`src/pkg/aba_cfg.svh`:
```
`ifndef ABA_CFG_SVH
`define ABA_CFG_SVH

// command codes
`define ABA_CMD_W 7
`define ABA_CMD_MASKED_WRITE_RETURN 7'h51
`define ABA_CMD_EXCHANGE_SIXTEEN 7'h6A
`define ABA_CMD_AND_SIXTEEN 7'h43

// packet length in flow units
`define ABA_LEN_W 4
`define ABA_LEN_ATOMIC 4'h2

// payload and operand layout
`define ABA_DATA_W 128
`define ABA_HALF_W 64
`define ABA_MASK_LSB 64
`define ABA_WDATA_LSB 0
`define ABA_HALF_SEL_BIT 3
`define ABA_BLK_LSB 4

// reset values
`define ABA_ZERO_HALF 64'h0000_0000_0000_0000
`define ABA_ZERO_DATA 128'h0000_0000_0000_0000_0000_0000_0000_0000

`endif

```
`src/pkg/aba_pkg.sv`:
```
package aba_pkg;
	`include "aba_cfg.svh"

	typedef logic [`ABA_CMD_W-1:0] aba_cmd_t;
	typedef logic [`ABA_LEN_W-1:0] aba_len_t;
	typedef logic [`ABA_DATA_W-1:0] aba_data_t;
	typedef logic [`ABA_HALF_W-1:0] aba_half_t;

	typedef enum logic [1:0] {
		ABA_D_IDLE,
		ABA_D_EXEC,
		ABA_D_RESP
	} aba_dev_state_e;

	typedef enum logic [1:0] {
		ABA_H_IDLE,
		ABA_H_REQ,
		ABA_H_WAIT
	} aba_host_state_e;

	typedef enum logic [1:0] {
		ABA_OP_MASKED_WRITE,
		ABA_OP_EXCHANGE,
		ABA_OP_AND,
		ABA_OP_RAW
	} aba_op_e;
endpackage

```
`src/pkg/aba_if.sv`:
```
`timescale 1ns/100ps
interface aba_if #(
	parameter int ADDR_W = 16
);
	import aba_pkg::*;

	// request channel
	logic req_valid;
	logic req_ready;
	aba_cmd_t req_cmd;
	aba_len_t req_len;
	logic [ADDR_W-1:0] req_addr;
	aba_data_t req_payload;

	// response channel
	logic rsp_valid;
	logic rsp_ready;
	aba_data_t rsp_payload;
	logic atomic_result_flag;
	logic rsp_err;

	modport dev (
		input req_valid, req_cmd, req_len, req_addr, req_payload, rsp_ready,
		output req_ready, rsp_valid, rsp_payload, atomic_result_flag, rsp_err
	);

	modport host (
		output req_valid, req_cmd, req_len, req_addr, req_payload, rsp_ready,
		input req_ready, rsp_valid, rsp_payload, atomic_result_flag, rsp_err
	);
endinterface

```
`src/core/aba_dev.sv`:
```
`timescale 1ns/100ps
`include "aba_cfg.svh"
module aba_dev #(
	parameter int DEPTH = 16,
	parameter int ADDR_W = 16
) (
	// clock and reset
	input wire logic CLK,
	input wire logic SRST,
	// link to host
	aba_if.dev LNK,
	// status
	output logic BUSY,
	output logic OP_DONE,
	output logic OP_CHANGED,
	output logic OP_ERR
);
	import aba_pkg::*;

	localparam int IDX_W = (DEPTH > 1) ? $clog2(DEPTH) : 1;

	//--------------------------------------------------
	// state
	//--------------------------------------------------
	aba_dev_state_e state_q;
	aba_dev_state_e state_d;
	aba_cmd_t cmd_q;
	aba_cmd_t cmd_d;
	aba_len_t len_q;
	aba_len_t len_d;
	logic [ADDR_W-1:0] addr_q;
	logic [ADDR_W-1:0] addr_d;
	aba_data_t pay_q;
	aba_data_t pay_d;
	logic req_ready_q;
	logic req_ready_d;
	logic rsp_valid_q;
	logic rsp_valid_d;
	aba_data_t rsp_data_q;
	aba_data_t rsp_data_d;
	logic rsp_flag_q;
	logic rsp_flag_d;
	logic rsp_err_q;
	logic rsp_err_d;
	logic busy_q;
	logic busy_d;
	logic done_q;
	logic done_d;
	logic chg_q;
	logic chg_d;
	logic err_q;
	logic err_d;

	//--------------------------------------------------
	// storage
	//--------------------------------------------------
	aba_data_t mem_q [DEPTH];
	aba_data_t mem_d [DEPTH];

	//--------------------------------------------------
	// operation result
	//--------------------------------------------------
	logic [IDX_W-1:0] idx;
	logic upper_sel;
	aba_data_t old_blk;
	aba_half_t old_half;
	aba_half_t bit_mask;
	aba_half_t bit_data;
	aba_half_t new_half;
	aba_data_t result;
	aba_data_t rsp_calc;
	logic flag_calc;
	logic err_calc;
	logic wr_en;

	assign idx = addr_q[`ABA_BLK_LSB +: IDX_W];
	assign upper_sel = addr_q[`ABA_HALF_SEL_BIT];
	assign old_blk = mem_q[idx];
	assign bit_mask = pay_q[`ABA_MASK_LSB +: `ABA_HALF_W];
	assign bit_data = pay_q[`ABA_WDATA_LSB +: `ABA_HALF_W];

	always_comb begin
		old_half = upper_sel ? old_blk[`ABA_MASK_LSB +: `ABA_HALF_W] :
			old_blk[`ABA_WDATA_LSB +: `ABA_HALF_W];
		new_half = (old_half & ~bit_mask) | (bit_data & bit_mask);
		result = old_blk;
		rsp_calc = `ABA_ZERO_DATA;
		flag_calc = 1'b0;
		err_calc = 1'b0;
		wr_en = 1'b0;
		if (len_q != `ABA_LEN_ATOMIC) begin
			err_calc = 1'b1;
		end else begin
			case (cmd_q)
				`ABA_CMD_MASKED_WRITE_RETURN: begin
					if (upper_sel) begin
						result[`ABA_MASK_LSB +: `ABA_HALF_W] = new_half;
					end else begin
						result[`ABA_WDATA_LSB +: `ABA_HALF_W] = new_half;
					end
					rsp_calc = {`ABA_ZERO_HALF, old_half};
					flag_calc = |(old_half ^ new_half);
					wr_en = 1'b1;
				end
				`ABA_CMD_EXCHANGE_SIXTEEN: begin
					result = pay_q;
					rsp_calc = old_blk;
					flag_calc = 1'b0;
					wr_en = 1'b1;
				end
				`ABA_CMD_AND_SIXTEEN: begin
					result = old_blk & pay_q;
					rsp_calc = old_blk;
					flag_calc = |(old_blk & ~pay_q);
					wr_en = 1'b1;
				end
				default: begin
					err_calc = 1'b1;
				end
			endcase
		end
	end

	//--------------------------------------------------
	// next state
	//--------------------------------------------------
	always_comb begin
		state_d = state_q;
		cmd_d = cmd_q;
		len_d = len_q;
		addr_d = addr_q;
		pay_d = pay_q;
		req_ready_d = req_ready_q;
		rsp_valid_d = rsp_valid_q;
		rsp_data_d = rsp_data_q;
		rsp_flag_d = rsp_flag_q;
		rsp_err_d = rsp_err_q;
		busy_d = busy_q;
		done_d = 1'b0;
		chg_d = chg_q;
		err_d = err_q;
		for (int i = 0; i < DEPTH; i++) begin
			mem_d[i] = mem_q[i];
		end
		case (state_q)
			ABA_D_IDLE: begin
				if (LNK.req_valid && req_ready_q) begin
					cmd_d = LNK.req_cmd;
					len_d = LNK.req_len;
					addr_d = LNK.req_addr;
					pay_d = LNK.req_payload;
					req_ready_d = 1'b0;
					busy_d = 1'b1;
					state_d = ABA_D_EXEC;
				end
			end
			ABA_D_EXEC: begin
				if (wr_en) begin
					mem_d[idx] = result;
				end
				rsp_data_d = rsp_calc;
				rsp_flag_d = flag_calc;
				rsp_err_d = err_calc;
				rsp_valid_d = 1'b1;
				chg_d = flag_calc;
				err_d = err_calc;
				state_d = ABA_D_RESP;
			end
			ABA_D_RESP: begin
				if (LNK.rsp_ready) begin
					rsp_valid_d = 1'b0;
					req_ready_d = 1'b1;
					busy_d = 1'b0;
					done_d = 1'b1;
					state_d = ABA_D_IDLE;
				end
			end
			default: begin
				state_d = ABA_D_IDLE;
				req_ready_d = 1'b1;
				rsp_valid_d = 1'b0;
				busy_d = 1'b0;
			end
		endcase
	end

	//--------------------------------------------------
	// registers
	//--------------------------------------------------
	always_ff @(posedge CLK) begin
		if (SRST) begin
			state_q <= ABA_D_IDLE;
			cmd_q <= '0;
			len_q <= '0;
			addr_q <= '0;
			pay_q <= `ABA_ZERO_DATA;
			req_ready_q <= 1'b1;
			rsp_valid_q <= 1'b0;
			rsp_data_q <= `ABA_ZERO_DATA;
			rsp_flag_q <= 1'b0;
			rsp_err_q <= 1'b0;
			busy_q <= 1'b0;
			done_q <= 1'b0;
			chg_q <= 1'b0;
			err_q <= 1'b0;
		end else begin
			state_q <= state_d;
			cmd_q <= cmd_d;
			len_q <= len_d;
			addr_q <= addr_d;
			pay_q <= pay_d;
			req_ready_q <= req_ready_d;
			rsp_valid_q <= rsp_valid_d;
			rsp_data_q <= rsp_data_d;
			rsp_flag_q <= rsp_flag_d;
			rsp_err_q <= rsp_err_d;
			busy_q <= busy_d;
			done_q <= done_d;
			chg_q <= chg_d;
			err_q <= err_d;
		end
	end

	// storage clears on reset so reads are defined
	always_ff @(posedge CLK) begin
		for (int i = 0; i < DEPTH; i++) begin
			if (SRST) begin
				mem_q[i] <= `ABA_ZERO_DATA;
			end else begin
				mem_q[i] <= mem_d[i];
			end
		end
	end

	//--------------------------------------------------
	// outputs
	//--------------------------------------------------
	assign LNK.req_ready = req_ready_q;
	assign LNK.rsp_valid = rsp_valid_q;
	assign LNK.rsp_payload = rsp_data_q;
	assign LNK.atomic_result_flag = rsp_flag_q;
	assign LNK.rsp_err = rsp_err_q;
	assign BUSY = busy_q;
	assign OP_DONE = done_q;
	assign OP_CHANGED = chg_q;
	assign OP_ERR = err_q;
endmodule

```
`src/flat_wrapper.sv`:
```
// flat-port wrapper written by rule: the top's interface ports become plain ports
module aba_dev_flat import aba_pkg::*;
#(
	parameter int DEPTH = 16,
	parameter int ADDR_W = 16
)
  (CLK, SRST, BUSY, OP_DONE, OP_CHANGED, OP_ERR, LNK_req_valid, LNK_req_cmd, LNK_req_len, LNK_req_addr, LNK_req_payload, LNK_rsp_ready, LNK_req_ready, LNK_rsp_valid, LNK_rsp_payload, LNK_atomic_result_flag, LNK_rsp_err);
  aba_if #(.ADDR_W(ADDR_W)) LNK_i ();
  input wire logic CLK;
  input wire logic SRST;
  output logic BUSY;
  output logic OP_DONE;
  output logic OP_CHANGED;
  output logic OP_ERR;
  input wire logic [$bits(LNK_i.req_valid)-1:0] LNK_req_valid;
  input wire logic [$bits(LNK_i.req_cmd)-1:0] LNK_req_cmd;
  input wire logic [$bits(LNK_i.req_len)-1:0] LNK_req_len;
  input wire logic [$bits(LNK_i.req_addr)-1:0] LNK_req_addr;
  input wire logic [$bits(LNK_i.req_payload)-1:0] LNK_req_payload;
  input wire logic [$bits(LNK_i.rsp_ready)-1:0] LNK_rsp_ready;
  output wire logic [$bits(LNK_i.req_ready)-1:0] LNK_req_ready;
  output wire logic [$bits(LNK_i.rsp_valid)-1:0] LNK_rsp_valid;
  output wire logic [$bits(LNK_i.rsp_payload)-1:0] LNK_rsp_payload;
  output wire logic [$bits(LNK_i.atomic_result_flag)-1:0] LNK_atomic_result_flag;
  output wire logic [$bits(LNK_i.rsp_err)-1:0] LNK_rsp_err;
  assign LNK_i.req_valid = LNK_req_valid;
  assign LNK_i.req_cmd = LNK_req_cmd;
  assign LNK_i.req_len = LNK_req_len;
  assign LNK_i.req_addr = LNK_req_addr;
  assign LNK_i.req_payload = LNK_req_payload;
  assign LNK_i.rsp_ready = LNK_rsp_ready;
  assign LNK_req_ready = LNK_i.req_ready;
  assign LNK_rsp_valid = LNK_i.rsp_valid;
  assign LNK_rsp_payload = LNK_i.rsp_payload;
  assign LNK_atomic_result_flag = LNK_i.atomic_result_flag;
  assign LNK_rsp_err = LNK_i.rsp_err;
  aba_dev #(.DEPTH(DEPTH), .ADDR_W(ADDR_W)) u_core (.CLK(CLK), .SRST(SRST), .LNK(LNK_i), .BUSY(BUSY), .OP_DONE(OP_DONE), .OP_CHANGED(OP_CHANGED), .OP_ERR(OP_ERR));
endmodule
```
`config.mk`:
```
export PLATFORM = sky130hd
export DESIGN_NAME = aba_dev_flat
export DESIGN_NICKNAME = d
export VERILOG_FILES = /design/src/pkg/aba_pkg.sv /design/src/pkg/aba_if.sv /design/src/core/aba_dev.sv /design/src/flat_wrapper.sv
export VERILOG_INCLUDE_DIRS = /design/src /design/src/pkg
export SDC_FILE = /design/constraint.sdc
export NUM_CORES = 2
export LEC_CHECK = 0
export BUFFER_PORTS_ARGS = -buffer_cell sky130_fd_sc_hd__buf_2
export CAP_MARGIN = 5
export CORE_MARGIN = 2
export CORE_UTILIZATION = 50
export DETAILED_ROUTE_END_ITERATION = 8
export PLACE_DENSITY_LB_ADDON = 0.08
export SYNTH_ARGS = -nofsm -noshare
export SYNTH_HDL_FRONTEND = slang
export SYNTH_SLANG_ARGS = --single-unit
```
`constraint.sdc`:
```
create_clock -name CLK -period 3.6 [get_ports CLK]
set_input_delay 0.36 -clock CLK [delete_from_list [all_inputs] [get_ports CLK]]
set_output_delay 0.36 -clock CLK [all_outputs]
set_load 0.02 [all_outputs]
```
==> flow_summary.json <==
{
  "viasPerCell": 6.731,
  "grt_pass1_vias": 92520,
  "layout.cells.non_filler": 15190,
  "timing.final.ws_setup_ps": -814.3,
  "dr_total_vias": 102200,
  "yosysSeqAreaShare": 0.4547,
  "ir_drop_uv": 538.5,
  "pre_cts_slack_ps": -1673,
  "hold_violations": 7,
  "wl_met2_um": 209400,
  "rows": 166,
  "setup_viol": 435,
  "setup-tns-final_ps": -29350,
  "core-area_sq_um": 204400,
  "p_per_area_nw_per_um2": 463.7,
  "critPathRequiredTime_ps": 4350,
  "grt_remaining_overflow": 0,
  "drive_gt1_frac": 0.2519,
  "syn_area_per_cell_sq_um": 9.138,
  "initial_core_util": 0.5024,
  "dr_wl_met3_um": 73570,
  "dp_hpwl_um": 376400,
  "wl_um": 524800,
  "yosys-top-cells-area": "dfxtp_1, a211oi_1, nor2_1",
  "tightest_slew_ps": 1350,
  "min_path_type": "input port to register",
  "end_kind": "register",
  "tritoncts": "yes",
  "wirelength_met1_um": 202900,
  "synthCells": 11240,
  "placed_cell_area_sq_um": 117600,
  "synth_fp_nets": 11400,
  "path_max_fanout": 6,
  "yosysWarnings": 0,
  "wl_per_cell_um": 34.56,
  "skew_ps": 97.85,
  "gp_congestion": 1.099,
  "max_slew_margin": 0.09970,
  "clk_latency_ps": 950,
  "synth_edf_count": 0,
  "period_share": 1.226,
  "crit_type": "register to register",
  "placed_cells": 14420,
  "firstDrtPassIters": 7,
  "io_buffers": 283,
  "ant_nets": 0,
  "most-common-layout-cells": "nor2_1, dfxtp_1, a211oi_1",
  "area_delta_synth_final_pct": 28.36,
  "async_reset_ff_frac": 0,
  "drcViolationCount": 0,
  "highest_layer": "met5",
  "final_common_cell": "nor2_1",
  "status": "finished with violations",
  "ys_types": 84,
  "io_pins": 295,
  "die-area_sq_um": 209000,
  "fin_nets": 12420,
  "maxCapViolations": 0,
  "grt_max_degree": 162,
  "grt_antenna_before_repair": 42,
  "critPathLaunchType": "register",
  "cts_buffers": 237,
  "power.leakage_nw": 44.50,
  "grt_first_pass_wirelength_um": 717700,
  "final_area_sq_um": 131800,
  "fin_crit_ps": 4414,
  "yosysTopAreaCell": "dfxtp_1",
  "rsz0062_at_grt": "true",
  "die-height_um": 457.1,
  "clock_sinks": 2332,
  "slew_violations": 0,
  "netlist.area_leader.share": 0.4547,
  "syn-cell-area_sq_um": 102700,
  "fin_hold_ws_ps": -29.20,
  "clk_pin_slew_ps": 70,
  "fmax_mhz": 226.5,
  "cp.arrival_ps": 5170,
  "synth-main-ff-cell": "dfxtp_1",
  "grt_use_total": 0.4788,
  "clock_path_buffers": 3,
  "drt-initial-drc-count": 16140,
  "ys_seq_elements": 2332,
  "violations": "negative hold slack, negative setup slack",
  "cts_max_level": 4,
  "clock-root-buffer": "clkbuf_16",
  "die_w_um": 457.1
}
-- worst max-delay path: stages, from the launching register on --
cell and delay [ps]:
dfxtp_4 430, buf_4 200, clkbuf_16 200, buf_4 150, buf_4 190, mux4_2 570, a221oi_2 300, buf_4 200
o21ai_0 110, a221oi_2 220, nand4_1 310, buf_4 260, or4_4 590, o311ai_4 350, o2111ai_1 160
-- per-layer routing --
| metal | vias up | track usage |
|---|---|---|
| met4 | 18 | 0.2820 |
| met1 | 50010 | 0.6401 |
| met3 | 1610 | 0.1694 |
| li1 | 43160 | - |
| met2 | 7423 | 0.6621 |
| met5 | - | 0 |
-- layout make-up --
type | instances | area [sq um]
diodes | 27 | 67.56
clock buffers | 328 | 6735
clock inverters | 119 | 1714
fillers | 16400 | 72590
inverters | 60 | 246.5
multi-input cells | 7549 | 52430
flip-flops and latches | 2332 | 46700
well taps | 2688 | 3363
repair buffers | 2083 | 20530
-- flip-flops by register name (all words and copies together) (netlist names), 2 cells and up, named ones only --
register                count
u_core.pay_q              128
u_core.mem_q             2048
u_core.addr_q               5
u_core.cmd_q                7
u_core.state_q              2
u_core.len_q                4
u_core.LNK.rsp_payload    128
-- repair_timing --
item                                    4_1_cts  5_1_grt
endpoints found under the hold margin       138        0
resized for setup                           229      381
gates cloned                                 15       19
hold buffers                                133        0
buffers inserted                             54       84
pin swaps                                    38       68
endpoints found under the setup margin      982     1156
-- synth_stat cells (all sizes together) (19+ instances only) --
cell / number
nor2: 2477
dfxtp: 2332
a211oi: 2079
clkbuf: 1054
nand2: 590
a21oi: 452
mux4: 390
mux2i: 316
a22oi: 288
buf: 240
o21ai: 180
o22ai: 107
nor3: 62
xnor2: 60
inv: 59
mux2: 56
a221oi: 51
nand3: 33
o211ai: 32
o32ai: 28
a31oi: 27
xor2: 21
a22o: 20
nand2b: 20
nor2b: 19
o31ai: 19
-- metrics by stage --
stage / power, mW / utilization
3_5_place_dp: 33.70 / 0.5754
3_3_place_gp: 33.68 / 0.5754
5_1_grt: 62.03 / 0.6446
2_1_floorplan: 29.51 / -
4_1_cts: 60.26 / 0.6323
6_report: 61.11 / 0.6448
-- path summary, 6_finish.rpt --
path / start / end / slack, ps / cells after the start
min: SRST / u_core.mem_q[6][51]$_SDFFE_PP0P_ / -30 / 2
max reg2reg: register / u_core.OP_CHANGED$_SDFFE_PP0P_ / -810 / 14
max: register / u_core.OP_CHANGED$_SDFFE_PP0P_ / -810 / 14
min reg2reg: u_core.BUSY$_SDFFE_PP0P_ / u_core.BUSY$_SDFFE_PP0P_ / 450 / 2
-- logic make-up after synthesis --
family | Yosys count | share of synthesized area
xor+xnor | 81 | 0.006910
simple gates | 3308 | 0.1265
compound gates | 3398 | 0.2346
mux | 762 | 0.1229
buf+inv | 1355 | 0.05436
flops | 2332 | 0.4547
-- where the power goes --
| part | total [mW] | internal (mW) | switching [mW] |
|---|---|---|---|
| combinational | 8.25 | 2.93 | 5.32 |
| sequential | 26.2 | 25.9 | 0.316 |
| clock | 26.6 | 15.3 | 11.4 |
| total | 61.1 | 44.1 | 17.0 |
Power figures use the tool's default switching activity.
